===== src/shared/sfdp_table_pkg.sv =====
// Package: constants of the discovery parameter table block
package sfdp_table_pkg;
	localparam int          ADDR_W        = 16;              // Byte address width into the discovery space
	localparam logic [15:0] TABLE_BASE    = 16'h1120;        // Location of basic parameter data
	localparam logic [15:0] HDR_BASE      = 16'h111e;        // Two header bytes precede the data
	localparam int          TABLE_LEN     = 18;              // Header plus dwords one to four
	localparam logic [7:0]  FILL_BYTE     = 8'hff;           // Answer outside the table
	localparam logic [15:0] ADDR_RST      = 16'h0000;        // Reader address after reset
	localparam logic [15:0] ADDR_STEP     = 16'h0001;        // Address increment per byte
	localparam logic [7:0]  BLOCK_ID      = 8'ha5;           // Parameter block identifier
	localparam logic [7:0]  BLOCK_LEN     = 8'h80;           // Bytes following the length byte
	localparam logic [2:0]  UNUSED3       = 3'h7;            // Unused bits read as ones
	localparam logic        UNUSED1       = 1'h1;            // Unused single bit reads as one
	localparam logic [7:0]  UNUSED8       = 8'hff;           // Unused byte reads as ones
	localparam logic [1:0]  SR_WR_NV06    = 2'h0;            // Status reg non-volatile, write via 06h
	localparam logic        PGM_BUF_BIG   = 1'h1;            // Program buffer above 64 bytes
	localparam logic [1:0]  ERASE4K_NONE  = 2'h3;            // Uniform 4 KB erase unavailable
	localparam logic [7:0]  ERASE4K_OP    = 8'hff;           // No 4 KB erase opcode
	localparam logic        SUP_QOUT      = 1'h1;            // Quad output read supported
	localparam logic        SUP_QIO       = 1'h1;            // Quad I/O read supported
	localparam logic        SUP_DIO       = 1'h1;            // Dual I/O read supported
	localparam logic        SUP_DDR       = 1'h0;            // Double data rate not supported
	localparam logic [1:0]  ADDR_BYTES    = 2'h1;            // Three or four address bytes
	localparam logic        SUP_DOUT      = 1'h1;            // Dual output read supported
	localparam logic [31:0] DENSITY       = 32'h07ffffff;    // Array bits, zero based
	localparam logic [2:0]  QIO_MODE      = 3'h2;            // Quad I/O mode cycles
	localparam logic [4:0]  QIO_DUMMY     = 5'h04;           // Quad I/O dummy cycles
	localparam logic [7:0]  QIO_OP        = 8'heb;           // Quad I/O read opcode
	localparam logic [2:0]  QOUT_MODE     = 3'h0;            // Quad out mode cycles
	localparam logic [4:0]  QOUT_DUMMY    = 5'h08;           // Quad out dummy cycles
	localparam logic [7:0]  QOUT_OP       = 8'h6b;           // Quad out read opcode
	localparam logic [2:0]  DOUT_MODE     = 3'h0;            // Dual out mode cycles
	localparam logic [4:0]  DOUT_DUMMY    = 5'h08;           // Dual out dummy cycles
	localparam logic [7:0]  DOUT_OP       = 8'h3b;           // Dual out read opcode
	localparam logic [7:0]  DIO_MODE_DUMMY= 8'h80;           // Dual I/O four mode, no dummy
	localparam logic [7:0]  DIO_OP        = 8'hbb;           // Dual I/O read opcode
endpackage


===== src/design/sfdp_table.sv =====
// Read-only discovery parameter table with streaming byte reader
`timescale 1ns/1ns
// How it works
// (RULE_01) First byte is identifier A5h
// (RULE_02) Second byte is following count 80h
// (RULE_03) Basic parameter data starts at 1120h
// (RULE_04) Report 4 KB erase unavailable, opcode FFh
// (RULE_05) Status register non-volatile, written by 06h
// (RULE_06) Bit 2 marks program buffer above 64
// (RULE_07) Quad and dual read kinds all supported
// (RULE_08) Double data rate bit reads zero
// (RULE_09) Address bytes field reads 01b
// (RULE_10) Density dword reads 07FFFFFFh
// (RULE_11) Quad I/O: EBh, two mode, four dummy
// (RULE_12) Quad out: 6Bh, no mode, eight dummy
// (RULE_13) Dual out: 3Bh, no mode, eight dummy
// (RULE_14) Dual I/O: BBh, mode/dummy byte 80h
// (RULE_15) Read-only, bytes returned in ascending order
//
// A read starts at start_i with addr_i; each next_i steps one byte up.
// Bytes outside the table answer as fill.
// The table is a fixed image: nothing the host sends can alter it.
// start_i wins over next_i, so a host may restart in any cycle.
// Outputs are registered: a request shows one clock later and then stands
// until the next start or step.
// Back to back requests in every cycle are fine; nothing is refused.
// The address wraps from the top of the space back to zero.
// Limitation: only the header and the first four dwords are mapped;
// the rest of the block the count byte promises reads as fill.
// Reset only parks the reader at address zero; the image has no state.
// A host that walks past the last mapped byte sees hit_o drop.
// The serial framing lives elsewhere; this is the byte source behind it.
module sfdp_table
#(
	parameter int ADDR_W = sfdp_table_pkg::ADDR_W  // Byte address width into the space
)
(
	input  wire logic              mclk_i,   // System clock, 10 MHz
	input  wire logic              rstn_i,   // Synchronous reset, active low
	input  wire logic              start_i,  // Load start address, pulse
	input  wire logic [ADDR_W-1:0] addr_i,   // Start byte address
	input  wire logic              next_i,   // Advance to next byte, pulse
	output logic      [7:0]        data_o,   // Byte at current address
	output logic      [ADDR_W-1:0] addr_o,   // Current byte address
	output logic                   hit_o     // Address lies in the table
);
	// Byte map, offset from the header start:
	//  0      block identifier
	//  1      count of bytes that follow
	//  2      erase, status register and buffer fields
	//  3      4 KB erase opcode
	//  4      read capability bits and address bytes
	//  5      top byte of dword one, unused ones
	//  6..9   density in bits, zero based, low byte first
	//  10,11  quad I/O mode/dummy byte, then its opcode
	//  12,13  quad out mode/dummy byte, then its opcode
	//  14,15  dual out mode/dummy byte, then its opcode
	//  16,17  dual I/O mode/dummy byte, then its opcode
	// Anything past offset 17 is not mapped and reads as fill.
	localparam int ROM_IDX_W = $clog2(sfdp_table_pkg::TABLE_LEN); // Index bits into the image

	// Table contents as a constant byte array
	// Fields pack most significant first within each byte
	logic [7:0] rom [sfdp_table_pkg::TABLE_LEN];
	assign rom[0]  = sfdp_table_pkg::BLOCK_ID;                                  // [RULE_01]
	assign rom[1]  = sfdp_table_pkg::BLOCK_LEN;                                 // [RULE_02]
	assign rom[2]  = {sfdp_table_pkg::UNUSED3, sfdp_table_pkg::SR_WR_NV06,      // [RULE_05]
	                  sfdp_table_pkg::PGM_BUF_BIG, sfdp_table_pkg::ERASE4K_NONE}; // [RULE_06] [RULE_04]
	assign rom[3]  = sfdp_table_pkg::ERASE4K_OP;                                // [RULE_04]
	assign rom[4]  = {sfdp_table_pkg::UNUSED1, sfdp_table_pkg::SUP_QOUT, sfdp_table_pkg::SUP_QIO, // [RULE_07]
	                  sfdp_table_pkg::SUP_DIO, sfdp_table_pkg::SUP_DDR,         // [RULE_08]
	                  sfdp_table_pkg::ADDR_BYTES, sfdp_table_pkg::SUP_DOUT};    // [RULE_09]
	assign rom[5]  = sfdp_table_pkg::UNUSED8;                                   // Unused top byte
	assign rom[6]  = sfdp_table_pkg::DENSITY[7:0];                              // [RULE_10]
	assign rom[7]  = sfdp_table_pkg::DENSITY[15:8];                             // [RULE_10]
	assign rom[8]  = sfdp_table_pkg::DENSITY[23:16];                            // [RULE_10]
	assign rom[9]  = sfdp_table_pkg::DENSITY[31:24];                            // [RULE_10]
	assign rom[10] = {sfdp_table_pkg::QIO_MODE, sfdp_table_pkg::QIO_DUMMY};     // [RULE_11]
	assign rom[11] = sfdp_table_pkg::QIO_OP;                                    // [RULE_11]
	assign rom[12] = {sfdp_table_pkg::QOUT_MODE, sfdp_table_pkg::QOUT_DUMMY};   // [RULE_12]
	assign rom[13] = sfdp_table_pkg::QOUT_OP;                                   // [RULE_12]
	assign rom[14] = {sfdp_table_pkg::DOUT_MODE, sfdp_table_pkg::DOUT_DUMMY};   // [RULE_13]
	assign rom[15] = sfdp_table_pkg::DOUT_OP;                                   // [RULE_13]
	assign rom[16] = sfdp_table_pkg::DIO_MODE_DUMMY;                            // [RULE_14]
	assign rom[17] = sfdp_table_pkg::DIO_OP;                                    // [RULE_14]

	// Reader state
	logic [ADDR_W-1:0] addr_q, addr_d;  // Current read address
	logic [7:0]        data_q, data_d;  // Registered output byte
	logic              hit_q,  hit_d;   // Registered in-table flag
	logic [ADDR_W-1:0] idx;             // Offset from block start
	logic [ADDR_W-1:0] nxt;             // Address being loaded

	// Next address, byte lookup; the lookup uses the next address so that
	// the byte and its address leave their flip-flops in the same cycle
	always_comb
	begin
		// Hold by default
		addr_d = addr_q;
		if (start_i)
		begin
			// New start address; beats a step in the same cycle
			addr_d = addr_i;
		end
		else if (next_i)
		begin
			// One byte up, wrapping at the top of the space
			addr_d = addr_q + ADDR_W'(sfdp_table_pkg::ADDR_STEP); // [RULE_15]
		end
		// Lookup follows the address being loaded
		nxt    = addr_d;
		idx    = nxt - ADDR_W'(sfdp_table_pkg::HDR_BASE);         // [RULE_03]
		// Below the header the subtraction wraps high, so the upper bound alone already rejects it
		hit_d  = (nxt >= ADDR_W'(sfdp_table_pkg::HDR_BASE)) &&
		         (idx < ADDR_W'(sfdp_table_pkg::TABLE_LEN));
		// Out of range offsets never reach the array index
		data_d = hit_d ? rom[idx[ROM_IDX_W-1:0]] : sfdp_table_pkg::FILL_BYTE;
	end

	// Registers only
	always_ff @(posedge mclk_i)
	begin
		if (!rstn_i)
		begin
			// Park the reader at address zero, outside the table
			addr_q <= ADDR_W'(sfdp_table_pkg::ADDR_RST);
			data_q <= sfdp_table_pkg::FILL_BYTE;
			hit_q  <= 1'b0;
		end
		else
		begin
			// Take the next values every clock
			addr_q <= addr_d;
			data_q <= data_d;
			hit_q  <= hit_d;
		end
	end

	// Outputs come straight from the flip-flops
	assign data_o = data_q;
	assign addr_o = addr_q;
	assign hit_o  = hit_q;

	// Checks on what leaves the flip-flops; each table byte check except a_id_first (which uses HDR_BASE) names an absolute address,
	// so a wrong base shows up as a run of failures rather than one.
	// Sampled values: an output checked at an edge is the byte from the
	// request of the edge before.
	// Header bytes ahead of the data
	a_id_first: assert property (@(posedge mclk_i) disable iff (!rstn_i) // [RULE_01]
		hit_o && addr_o == sfdp_table_pkg::HDR_BASE |-> data_o == 8'ha5) else $error("id byte wrong");
	a_hdr_hit: assert property (@(posedge mclk_i) disable iff (!rstn_i) // [RULE_01]
		addr_o == 16'h111e |-> hit_o && data_o == 8'ha5) else $error("header byte missing");
	a_len_second: assert property (@(posedge mclk_i) disable iff (!rstn_i) // [RULE_02]
		hit_o && addr_o == 16'h111f |-> data_o == 8'h80) else $error("length byte wrong");
	// First dword: erase, status register and program buffer fields
	a_base_byte: assert property (@(posedge mclk_i) disable iff (!rstn_i) // [RULE_03]
		addr_o == 16'h1120 |-> hit_o && data_o == 8'he7) else $error("first data byte wrong");
	a_erase_field: assert property (@(posedge mclk_i) disable iff (!rstn_i) // [RULE_04]
		addr_o == 16'h1120 |-> data_o[1:0] == 2'h3) else $error("erase field wrong");
	a_erase_op: assert property (@(posedge mclk_i) disable iff (!rstn_i) // [RULE_04]
		addr_o == 16'h1121 |-> data_o == 8'hff) else $error("erase opcode wrong");
	a_sr_field: assert property (@(posedge mclk_i) disable iff (!rstn_i) // [RULE_05]
		addr_o == 16'h1120 |-> data_o[4:3] == 2'h0) else $error("status field wrong");
	a_buf_bit: assert property (@(posedge mclk_i) disable iff (!rstn_i) // [RULE_06]
		addr_o == 16'h1120 |-> data_o[2] == 1'b1) else $error("buffer bit wrong");
	// Capability byte of the first dword
	a_caps_byte: assert property (@(posedge mclk_i) disable iff (!rstn_i) // [RULE_07]
		addr_o == 16'h1122 |-> data_o == 8'hf3) else $error("capability byte wrong");
	a_read_kinds: assert property (@(posedge mclk_i) disable iff (!rstn_i) // [RULE_07]
		addr_o == 16'h1122 |-> data_o[6:4] == 3'h7 && data_o[0] == 1'b1) else $error("read kind bits wrong");
	a_ddr_bit: assert property (@(posedge mclk_i) disable iff (!rstn_i) // [RULE_08]
		addr_o == 16'h1122 |-> data_o[3] == 1'b0) else $error("ddr bit wrong");
	a_addr_field: assert property (@(posedge mclk_i) disable iff (!rstn_i) // [RULE_09]
		addr_o == 16'h1122 |-> data_o[2:1] == 2'h1) else $error("address field wrong");
	// Density dword, low byte first
	a_density_low: assert property (@(posedge mclk_i) disable iff (!rstn_i) // [RULE_10]
		addr_o >= 16'h1124 && addr_o <= 16'h1126 |-> data_o == 8'hff) else $error("density low wrong");
	a_density_top: assert property (@(posedge mclk_i) disable iff (!rstn_i) // [RULE_10]
		addr_o == 16'h1127 |-> data_o == 8'h07) else $error("density top wrong");
	// Quad I/O pair; the opcode check also looks one byte back on a step
	a_qio_mode: assert property (@(posedge mclk_i) disable iff (!rstn_i) // [RULE_11]
		addr_o == 16'h1128 |-> data_o == 8'h44) else $error("quad io cycles wrong");
	a_qio_op: assert property (@(posedge mclk_i) disable iff (!rstn_i) // [RULE_11]
		addr_o == 16'h1129 && $past(next_i) && !$past(start_i) |-> data_o == 8'heb && $past(data_o) == 8'h44)
		else $error("quad io fields wrong");
	// Quad out and dual out pairs
	a_qout_fields: assert property (@(posedge mclk_i) disable iff (!rstn_i) // [RULE_12]
		addr_o == 16'h112a |-> data_o == 8'h08) else $error("quad out cycles wrong");
	a_qout_op: assert property (@(posedge mclk_i) disable iff (!rstn_i) // [RULE_12]
		addr_o == 16'h112b |-> data_o == 8'h6b) else $error("quad out opcode wrong");
	a_dout_fields: assert property (@(posedge mclk_i) disable iff (!rstn_i) // [RULE_13]
		addr_o == 16'h112c |-> data_o == 8'h08) else $error("dual out cycles wrong");
	a_dout_op: assert property (@(posedge mclk_i) disable iff (!rstn_i) // [RULE_13]
		addr_o == 16'h112d |-> data_o == 8'h3b) else $error("dual out opcode wrong");
	// Dual I/O pair, last mapped bytes
	a_dio_mode: assert property (@(posedge mclk_i) disable iff (!rstn_i) // [RULE_14]
		addr_o == 16'h112e |-> data_o == 8'h80) else $error("dual io cycles wrong");
	a_dio_op: assert property (@(posedge mclk_i) disable iff (!rstn_i) // [RULE_14]
		addr_o == 16'h112f |-> data_o == 8'hbb) else $error("dual io opcode wrong");
	// Address movement: load, step, hold
	a_start_load: assert property (@(posedge mclk_i) disable iff (!rstn_i) // [RULE_15]
		start_i |=> addr_o == $past(addr_i)) else $error("start address not loaded");
	a_step_up: assert property (@(posedge mclk_i) disable iff (!rstn_i) // [RULE_15]
		next_i && !start_i |=> addr_o == $past(addr_o) + 16'h0001) else $error("address not stepped");
	a_hold_addr: assert property (@(posedge mclk_i) disable iff (!rstn_i) // [RULE_15]
		!next_i && !start_i |=> $stable(addr_o) && $stable(data_o)) else $error("idle byte changed");
	// Edges of the mapped window and the fill answer
	a_below_miss: assert property (@(posedge mclk_i) disable iff (!rstn_i) // [RULE_03]
		addr_o == 16'h111d |-> !hit_o && data_o == 8'hff) else $error("byte below table wrong");
	a_tail_miss: assert property (@(posedge mclk_i) disable iff (!rstn_i) // [RULE_03]
		addr_o == 16'h1130 |-> !hit_o && data_o == 8'hff) else $error("byte past table wrong");
	a_hit_range: assert property (@(posedge mclk_i) disable iff (!rstn_i) // [RULE_03]
		hit_o |-> addr_o >= 16'h111e && addr_o <= 16'h112f) else $error("hit outside table");
	a_outside_fill: assert property (@(posedge mclk_i) disable iff (!rstn_i) // [RULE_03]
		!hit_o |-> data_o == 8'hff) else $error("fill byte wrong");
	// Reset parks the reader outside the table
	a_reset_idle: assert property (@(posedge mclk_i) // [RULE_15]
		!rstn_i |=> addr_o == 16'h0000 && data_o == 8'hff && !hit_o) else $error("reset state wrong");
	// Main scenarios: a start at the header, a walk, running off the end,
	// a start and a step together, and a wrap at the top of the space
	c_start_hdr: cover property (@(posedge mclk_i) start_i && addr_i == sfdp_table_pkg::HDR_BASE);
	c_walk_two: cover property (@(posedge mclk_i) hit_o ##1 next_i ##1 hit_o);
	c_run_off: cover property (@(posedge mclk_i) hit_o ##1 !hit_o);
	c_start_next: cover property (@(posedge mclk_i) start_i && next_i);
	c_wrap_top: cover property (@(posedge mclk_i) addr_o == 16'hffff && next_i && !start_i);
endmodule // sfdp_table


===== config.mk =====
export PLATFORM = sky130hd
export DESIGN_NAME = sfdp_table
export DESIGN_NICKNAME = d
export VERILOG_FILES = /design/src/shared/sfdp_table_pkg.sv /design/src/design/sfdp_table.sv
export SDC_FILE = /design/constraint.sdc
export NUM_CORES = 1
export LEC_CHECK = 0
export ABC_AREA = 1
export BUFFER_PORTS_ARGS = -buffer_cell sky130_fd_sc_hd__clkbuf_2
export CAP_MARGIN = 30
export CORE_UTILIZATION = 31
export DETAILED_ROUTE_END_ITERATION = 10
export PLACE_DENSITY = 0.56
export SLEW_MARGIN = 20
export SYNTH_ARGS = -nofsm -noshare
export SYNTH_HDL_FRONTEND = slang
export SYNTH_SLANG_ARGS = --single-unit

===== constraint.sdc =====
create_clock -name mclk_i -period 2.1 [get_ports mclk_i]
set_input_delay 0.105 -clock mclk_i [delete_from_list [all_inputs] [get_ports mclk_i]]
set_output_delay 0.105 -clock mclk_i [all_outputs]
set_load 0.01 [all_outputs]

======== After elaboration in Yosys (flattened, before gate mapping) ========
Memory sizes are Yosys's and may differ from the RTL's. A register that Yosys moved wholly into a read port is not among the register bits.
Cells that the tools add are included.
Widths: inputs -> output; s select.
word-level totals
  bits in writable memories ............... 0
  bits in latches ......................... 0
  bits of input ports ..................... 20
  memories ................................ 1
  word-level logic and storage cells ...... 13
  output and inout bits ................... 25
  memory bits (read-only) ................. 256
  bits in registers ....................... 17
cells by class
  equal/unequal tests ..................... 0
  shift operators ......................... 0
  bitwise operators ....................... 1
  magnitude comparators ................... 2
  add/subtract/negate cells ............... 2
  reduce and logical (&&, ||, !) cells .... 3
  $mul .................................... 0
  muxes and demuxes ....................... 2
  div/mod/pow operators ................... 0
memory list
  memory           words  bits a word  rd ports  clocked after Yosys merged registers in  write ports  line               text
  (no name shown)  32     8            1         1                                        0            sfdp_table.sv:117  data_d = hit_d ? rom[idx[ROM_IDX_W-1:0]] : sfdp_table_pkg::FILL_BYTE;
operators by type and width
  cell                    number
  $mux 16                 2
  $add 16x1->16 const B   1
  $ge 16x13->1 const B    1
  $lt 16x5->1 const B     1
  $sub 16x13->16 const B  1
  $not 5->6               1
  $reduce_and 2->1        1
  $logic_and 1x1->1       1
  $logic_not 1->1         1

======== Longest topological paths before layout ========
Gate-level depths: netlist (run 1).
  word-level depth ........................ 8
  gate-level depth with buffers ........... 17
  gate-level depth less buffers ........... 17

======== Least setup slack after synthesis (run 1) ========
No wires, ideal clock.
  path kind ............................... register -> register
  from .................................... register addr_q[0], in the netlist addr_o[0]
  to ...................................... register data_q[0], in the netlist data_o[0]
  setup time .............................. 0.133 ns
  cell stages (with the launch flop) ...... 16
  buffers on the path ..................... 1
  arrival time ............................ 2.166 ns
  required time ........................... 1.967 ns
  period minus slack after synthesis ...... 2.299 ns
  path slack .............................. -0.199 ns
  cells stage by stage .................... dfxtp_1 ha_1 nand2_2 nand2_1 nand3_2 nand2_2 ha_1 clkbuf_1 nor2_1 nand3_1 nand3_1 nand2_1 nor2_2 nand3_2 nor2_4 nand4_1
between the ends
  word-level cells in the longest chain between the ends .. 8
  elaborated cells on any way between the ends .. 10
  those cells by class .................... 2 x add/sub; 2 x order compare; 2 x mux; 1 x bitwise; 3 x reduce/logical
RTL lines
  what                        line               text
  from (decl)                 sfdp_table.sv:88   logic [ADDR_W-1:0] addr_q, addr_d;
  from (signal assigned)      sfdp_table.sv:126  addr_q <= ADDR_W'(sfdp_table_pkg::ADDR_RST);
  from (signal assigned)      sfdp_table.sv:133  addr_q <= addr_d;
  $add 16x1->16 *             sfdp_table.sv:108  addr_d = addr_q + ADDR_W'(sfdp_table_pkg::ADDR_STEP);
  $mux 16 *                   sfdp_table.sv:105  else if (next_i)
  $mux 16 *                   sfdp_table.sv:100  if (start_i)
  named net addr_d[2]         sfdp_table.sv:88
  $sub 16x13->16              sfdp_table.sv:112  idx = nxt - ADDR_W'(sfdp_table_pkg::HDR_BASE);
  $lt 16x5->1                 sfdp_table.sv:115  (idx < ADDR_W'(sfdp_table_pkg::TABLE_LEN));
  $logic_and 1x1->1           sfdp_table.sv:114  hit_d = (nxt >= ADDR_W'(sfdp_table_pkg::HDR_BASE)) &&
  $reduce_and 2->1 (no line)  n/a
  $logic_not 1->1 (no line)   n/a
  to (decl)                   sfdp_table.sv:89   logic [7:0] data_q, data_d;
Mark *: on every way through the listed nets, which the timed path passes. The rest lies on a longest branch.
A chain may end at the register's enable or synchronous reset.

======== Final worst setup path (run 1) ========
  from .................................... register addr_q[0], in the netlist addr_o[0]
  to ...................................... register data_q[4], in the netlist data_o[4]
The elaborated chain is that of the path after synthesis.

==> summary by stage, run 1 <==
Worst setup path
The kind of capture point of the worst setup path is a register. The startpoint kind of the worst setup timing path is a register. The peak fanout along the critical path is 4. The data arrival at the endpoint of the critical path is around 2.2 ns. STA puts the critical path data required time at about 2.3 ns. The startpoint-to-endpoint class of the critical path is register to register.

Worst hold path
The class of the tightest hold or removal check is primary input to register.

GRT
Entering global routing, the biggest net connects 17 pins. The global-route wire length before repair is approximately 8400 um. The total global routing overflow is 0. The global-route usage over all layers is approximately 16%. The number of global-route vias before repair is 1978. The initial antenna violation count is 0.

STA
The hold slack is just under 0.08 ns. Setup repair after global routing could not meet its margin everywhere. The number of hold violations in the final report came to 0.

Headroom to the max-slew limit came out at around 67%. For this run, the top clock speed supported by timing is slightly below 500 MHz. For the pin with the worst max-slew slack, the measured transition is about 0.5 ns. The setup clock skew after layout is 0.0107 ns. Setup violations remaining at the end of the flow were counted as 0.

The clock period could shrink to approximately 2.1 ns. The number of max-slew violations in the final report is 0. The fraction of the cycle the final worst path needs is slightly below 100%.

Synthesis
The post-synthesis instance total is 312. The sequential element share of the synthesized area is 25.2%. The post-synthesis instance area is about 0.0020 mm2. After synthesis, the share of flip-flops with an asynchronous set or reset is 0%. The count of distinct cell types in the synthesized netlist is 33. The post-synthesis sequential element count is 25. The average size of a mapped cell is 6.37 um2. The warning count from the yosys run is 0.

The total nets after synthesis is 340. Yosys mapped a number of flops with a built-in enable equal to 0. The most used flip-flop cell after synthesis is dfxtp_1.

Detailed routing
The number of nets with antenna violations after detailed routing is 0. The final layout contains routed wiring with a total length of around 5300 um. Across all layers, the routed design uses between 2k and 2.5k vias. The via-per-instance ratio is 4.70. The number of design-rule violations left by the first detailed-router iteration is just under 60. In the routed design, unresolved DRC markers number 0. In the final routed layout, each cell accounts on average for 11.8 um.

The first detailed-routing pass took 4 iterations.

Cells and area
Leaving out fill and tap cells, the most frequent cells in the layout are 76 x nand2_1, 44 x clkbuf_2, 39 x inv_1, 33 x nor2_1, 20 x dfxtp_1. The layout has 653 filler cells. The post-route netlist has 38.9% of its cells at a drive strength greater than 1. At the end of the flow, the number of nets in the layout was around 400. The number of antenna repair diodes is 0. The library cell used most frequently in the layout, excluding fill and tap cells, is nand2_1. After routing the design area is roughly 0.0026 mm2.

The post-synthesis to final-layout area growth is 32.5%.

Placed design
The placement-stage cell area is around 0.0024 mm2. The count of buffers inserted at the top-level ports is 44. The routability-driven placement congestion ratio is around 0.85. The HPWL after detailed placement is between 4000 and 5000 um.

Clocking
Counting every sink on the clock net gives 25. The number of levels the H-tree was split into is 1. Clock-pin slew was measured on the worst setup and hold paths at ~0.10 ns. The count of hold-fix buffers inserted at cts is 0. The insertion delay to the later sink of the worst-skew pair is about 0.28 ns. In this run, CTS created clock tree buffers numbering 3. The number of buffers on the longest clock path is 2. TritonCTS built the clock tree. The buffer cell driving the clock tree root is clkbuf_8.

Run status
The flow ran to the end, and the final reports show no timing, DRC or antenna violations.

Power and ir drop
In this run, flip-flops and latches consume roughly two fifths of the power. The maximum ir drop on the vdd rail is roughly 0.28 mV. The analysis attributes to net switching a power of about 480 uW. Summed over all cells, the static leakage comes to between 0.001 and 0.0015 uW. The clock network is responsible for 23.9% of the overall power. The fraction of power consumed by combinational cells is 35.9%.

Dividing total power by cell area gives a power density of between 400 and 500 mW/mm2. The cell internal power dissipation is 811 uW. The fraction of power spent switching nets is approximately 37%.

Die
The number of placement rows is 28. The core region is between 0.006 and 0.007 mm2. From left edge to right edge, the die measures between 80 and 90 um. The die covers slightly below 0.007 mm2.

For this configuration, the core starts out at a cell density of 32.8%. The floorplan die height is slightly above 80 um. During I/O placement, the number of pins put on the boundary was 45.

Run
The number of violations of the max-capacitance limit is 0.
## kinds of logic after synthesis
group	Yosys count	synth area share [%]
AND/OR/NAND/NOR	200	51.1
buffers and inverters	53	11.0
adder cells (fa/ha/maj)	8	5.04
flip-flops	25	25.2
AO/OA/AOI/OAI	24	6.74
XOR/XNOR	2	0.882
## registers in the layout, summed over array words and instances (netlist names)
| register | cells |
|---|---|
| addr_o | 16 |
| data_o | 8 |
| hit_o | 1 |
## critical path, stage by stage, from the launching register on
cell and delay [ns]:
dfxtp_4 0.36, ha_4 0.26, inv_2 0.03, nand2_2 0.04
nand2_2 0.06, nand2_4 0.09, buf_6 0.12, inv_1 0.07
buf_4 0.15, ha_1 0.18, nor2_1 0.10, nor2_1 0.05
o21ai_0 0.21, nand2_1 0.08, inv_1 0.06, nand4_1 0.09
## cells in the mapped netlist, types with 5 or more instances
cell | number | area, um2
dfxtp_1 | 25 | 500
ha_1 | 8 | 100
inv_1 | 40 | 150
inv_2 | 7 | 26.3
nand2_1 | 83 | 312
nand2_2 | 17 | 106
nand3_1 | 23 | 115
nand3_2 | 5 | 50.1
nand4_1 | 12 | 75.1
nor2_1 | 35 | 131
nor2_2 | 5 | 31.3
o21ai_0 | 10 | 50.1
o21ai_1 | 5 | 25.0
or2_2 | 5 | 31.3
## timing repair
action | 4_1_cts | 5_1_grt
buffers inserted | 0 | 4
pin swaps | 1 | 21
endpoints found under the hold margin | 0 | 0
setup endpoints to repair | 8 | 9
resized for setup | 0 | 38
gates cloned | 1 | 0
## area by class of cell
type	instances	area (um2)	share of cell area (%)
Clock buffer	3	41.3	1.57
Clock inverter	1	6.26	0.238
Inverter	47	179	6.80
Multi-Input combinational cell	235	1430	54.5
Sequential cell	25	512	19.4
Tap cell	75	93.8	3.56
Timing Repair Buffer	62	367	13.9
## power by group through the flow
stage               registers [uW]  clock network [uW]  logic (uW)
finish                         517                 308         463
CTS                            515                 315         418
detailed placement             526                   0         415
global route                   520                 330         522
floorplan                      535                   0         287
global placement               527                   0         413
## stage by stage
step | setup TNS [ns] | setup slack [ns] | std cells | util, % | total power (uW)
floorplan | 0 | 0.0207 | 312 | - | 822
global placement | 0 | 0.0396 | 439 | 39.7 | 940
detailed placement | -0.130 | -0.0319 | 439 | 39.7 | 941
CTS | 0 | 0.0138 | 444 | 40.6 | 1250
global route | -0.560 | -0.0899 | 448 | 43.4 | 1370
finish | 0 | 0.0250 | 448 | 43.4 | 1290
## worst paths after layout
path / start / end / slack (ns) / depth (start not counted)
worst min register to register: addr_o[15]$_SDFF_PN0_ / addr_o[15]$_SDFF_PN0_ / 0.65 / 4
worst max-delay path: addr_o[0]$_SDFF_PN0_ / data_o[4]$_SDFF_PN1_ / 0.03 / 15
worst max register to register: addr_o[0]$_SDFF_PN0_ / data_o[4]$_SDFF_PN1_ / 0.03 / 15
worst min-delay path: addr_i[15] / addr_o[15]$_SDFF_PN0_ / 0.08 / 3
## per-layer routing
metal  vias to the layer above  part of all wire [%]  GRT usage [%]
li1                       1110                     -              -
met1                       961                    47           20.1
met2                        29                    50           28.9
met3                         5                   2.7           1.44
met4                         0                  0.91           4.91
met5                         -                     0              0
No activity file was read; power rests on OpenSTA's default activity.
==> run 2, diff against run 1 <==
--- a/config.mk
+++ b/config.mk
@@ -10,6 +10,7 @@
 export CAP_MARGIN = 30
 export CORE_UTILIZATION = 31
 export DETAILED_ROUTE_END_ITERATION = 10
+export GPL_TIMING_DRIVEN = 0
 export PLACE_DENSITY = 0.56
 export SLEW_MARGIN = 20
 export SYNTH_ARGS = -nofsm -noshare
==> summary by stage, run 2 (synthesis gave the netlist of run 1 again) <==
Detailed routing
The first TritonRoute pass finished after 4 iterations. The via-per-instance ratio is between 4 and 5. The detail route stage leaves a number of antenna-violating nets equal to 0. The average wire per standard cell is around 11 um. The final wirelength is approximately 5100 um. The detailed router placed ~2.1k vias in this run. The number of DRC violations after detailed routing is 0.

For this block, the initial DRC count from the detailed router was 49.

Clocking
CTS placed an instance of clkbuf_8 at the clock tree root. The insertion delay to the later sink of the worst-skew pair is roughly 0.27 ns. The number of levels the H-tree was split into is 1. The TritonCTS buffer count is 3. TritonCTS built the clock tree. The number of buffers on the longest clock path is 2. Clock-pin slew was measured on the worst setup and hold paths at 0.09 ns. The total clock sinks is 25.

Run status
The flow ran to the end, and the final reports show no timing, DRC or antenna violations.

STA
Across all hold checks on the routed design, the worst slack comes to 0.149 ns. At the pin with the least slew margin, the transition time is approximately 0.48 ns. Setup violations remaining at the end of the flow were counted as 0. The number of hold violations in the final report is 0. The number of max-slew violations in the final report is 0. The minimum clock period is around 2.1 ns. Timing would allow up to approximately 490 MHz. Setup repair after global routing could not meet its margin everywhere. The setup clock skew after layout is 0.00163 ns. The final critical path takes up a little over nine tenths of the cycle. The worst-case headroom to the max-slew limit is slightly below 70%.

Placed design
The count of buffers inserted at the top-level ports is 43. The HPWL after detailed placement is 3920 um. The routability-driven placement congestion ratio is roughly 0.76.

GRT
The total global routing overflow is 0. The initial antenna violation count is 0. The global-route usage over all layers is between 15 and 20%. The number of global-route vias before repair is between 1.5k and 2k. The global-route wire length before repair is 8030 um.

Entering global routing, the biggest net connects 15 pins.

Cells and area
The register ranked first by flip-flop count is addr_o. Leaving out fill and tap cells, the most frequent cell in the layout is nand2_1. Measured on the finished design, the core utilization comes to between 40% and 50%. The number of flip-flops in the largest register is 16. Cells with a size suffix above 1 make up 35.8% of the layout. The net count of the finished layout is between 400 and 500. In the layout the commonest cells are 79 x nand2_1, 43 x clkbuf_2, 40 x inv_1, 33 x nor2_1.

The post-synthesis to final-layout area growth is 30.2%. The number of antenna diodes in the final layout is 0.

Die
The die covers about 0.0067 mm2. The I/O pin count is 45. In this run the core area contains 28 standard-cell rows.

For this configuration, the core starts out at a cell density of 32.8%. The width of the die is 82.1 um. The total area inside the core boundary comes to just over 0.006 mm2.

The floorplan die height is roughly 80 um.

Worst setup path
The data required time of the critical path is 2.25 ns. The startpoint kind of the worst setup timing path is a register. Data arrives at the worst endpoint at 2.21 ns.

The startpoint-to-endpoint class of the critical path is register to register. The peak fanout along the critical path is 5. The worst setup path is captured at a register.

Run
The number of violations of the max-capacitance limit is 0.

Power and ir drop
The maximum ir drop on the vdd rail is approximately 0.23 mV. The leakage dissipation is about 0.0013 uW. Power spread over the standard cell area amounts to ~490 mW/mm2.

Worst hold path
The tightest min-delay check is of the primary input to register type.
[run 2: cell types whose count changed in the layout (fill, tap and decap cells not counted), moves of 3 or more]
| cell | delta |
|---|---|
| nand3_1 | +3 |
| buf_4 | -4 |
| nand2_1 | +3 |
| nand3_2 | -4 |
[run 2: layer usage]
| layer | wire length [um] | share of wire, % | global-route usage (%) |
|---|---|---|---|
| met2 | 2420 | 47 | 27.7 |
| met5 | 0 | 0 | 0 |
| met1 | 2500 | 49 | 19.7 |
| met3 | 164 | 3.2 | 2.11 |
| met4 | 19 | 0.37 | 3.68 |
[run 2: timing repair]
item,CTS,global route
hold buffers,0,0
pin swaps,6,14
endpoints found under the setup margin,9,9
gates resized for setup,6,17
buffers inserted,7,6
gates cloned,1,0
[run 2: worst paths after layout]
path                                             from               endpoint  slack [ns]  depth (start not counted)
worst min register to register  addr_o[12]$_SDFF_PN0_  addr_o[12]$_SDFF_PN0_        0.68                          4
worst min-delay path                        addr_i[2]   addr_o[2]$_SDFF_PN0_        0.15                          3
worst max register to register   addr_o[0]$_SDFF_PN0_   data_o[7]$_SDFF_PP1_        0.04                         14
worst max-delay path             addr_o[0]$_SDFF_PN0_   data_o[7]$_SDFF_PP1_        0.04                         14
[run 2: final cells by class]
cell class	instances	area [um2]
clock buffer	3	41.3
timing repair buffer	56	324
clock inverter	1	5.00
tap	75	93.8
inverter	47	176
fill	659	3470
sequential	25	510
multi-input combinational	235	1400
buffer	5	38.8
[run 2: metrics by stage]
step	worst slack (ns)	area (um2)	cells	power [uW]	setup TNS, ns
6_report	0.0415	2590	447	1260	0
5_1_grt	-0.124	2590	447	1360	-0.849
4_1_cts	0.0126	2470	441	1230	0
3_5_place_dp	-0.194	2350	430	922	-1.38
3_3_place_gp	-0.179	2350	430	919	-1.32
2_1_floorplan	0.0207	2040	312	822	0
[run 2: worst max-delay path: stages (launching register included)]
cell     delay (ns)
dfxtp_4        0.36
ha_4           0.22
inv_1          0.04
nand2_1        0.05
nand2_2        0.09
nand2_4        0.08
ha_4           0.26
nor2_2         0.10
nand3_1        0.08
nand3_1        0.07
nand2_1        0.06
nor2_2         0.13
nand3_4        0.11
nor2_4         0.19
nand4_1        0.10
[run 2: power breakdown]
group          internal, uW  switching (uW)  total, uW
combinational           183             271        454
sequential              493            24.7        518
clock                   133             156        289
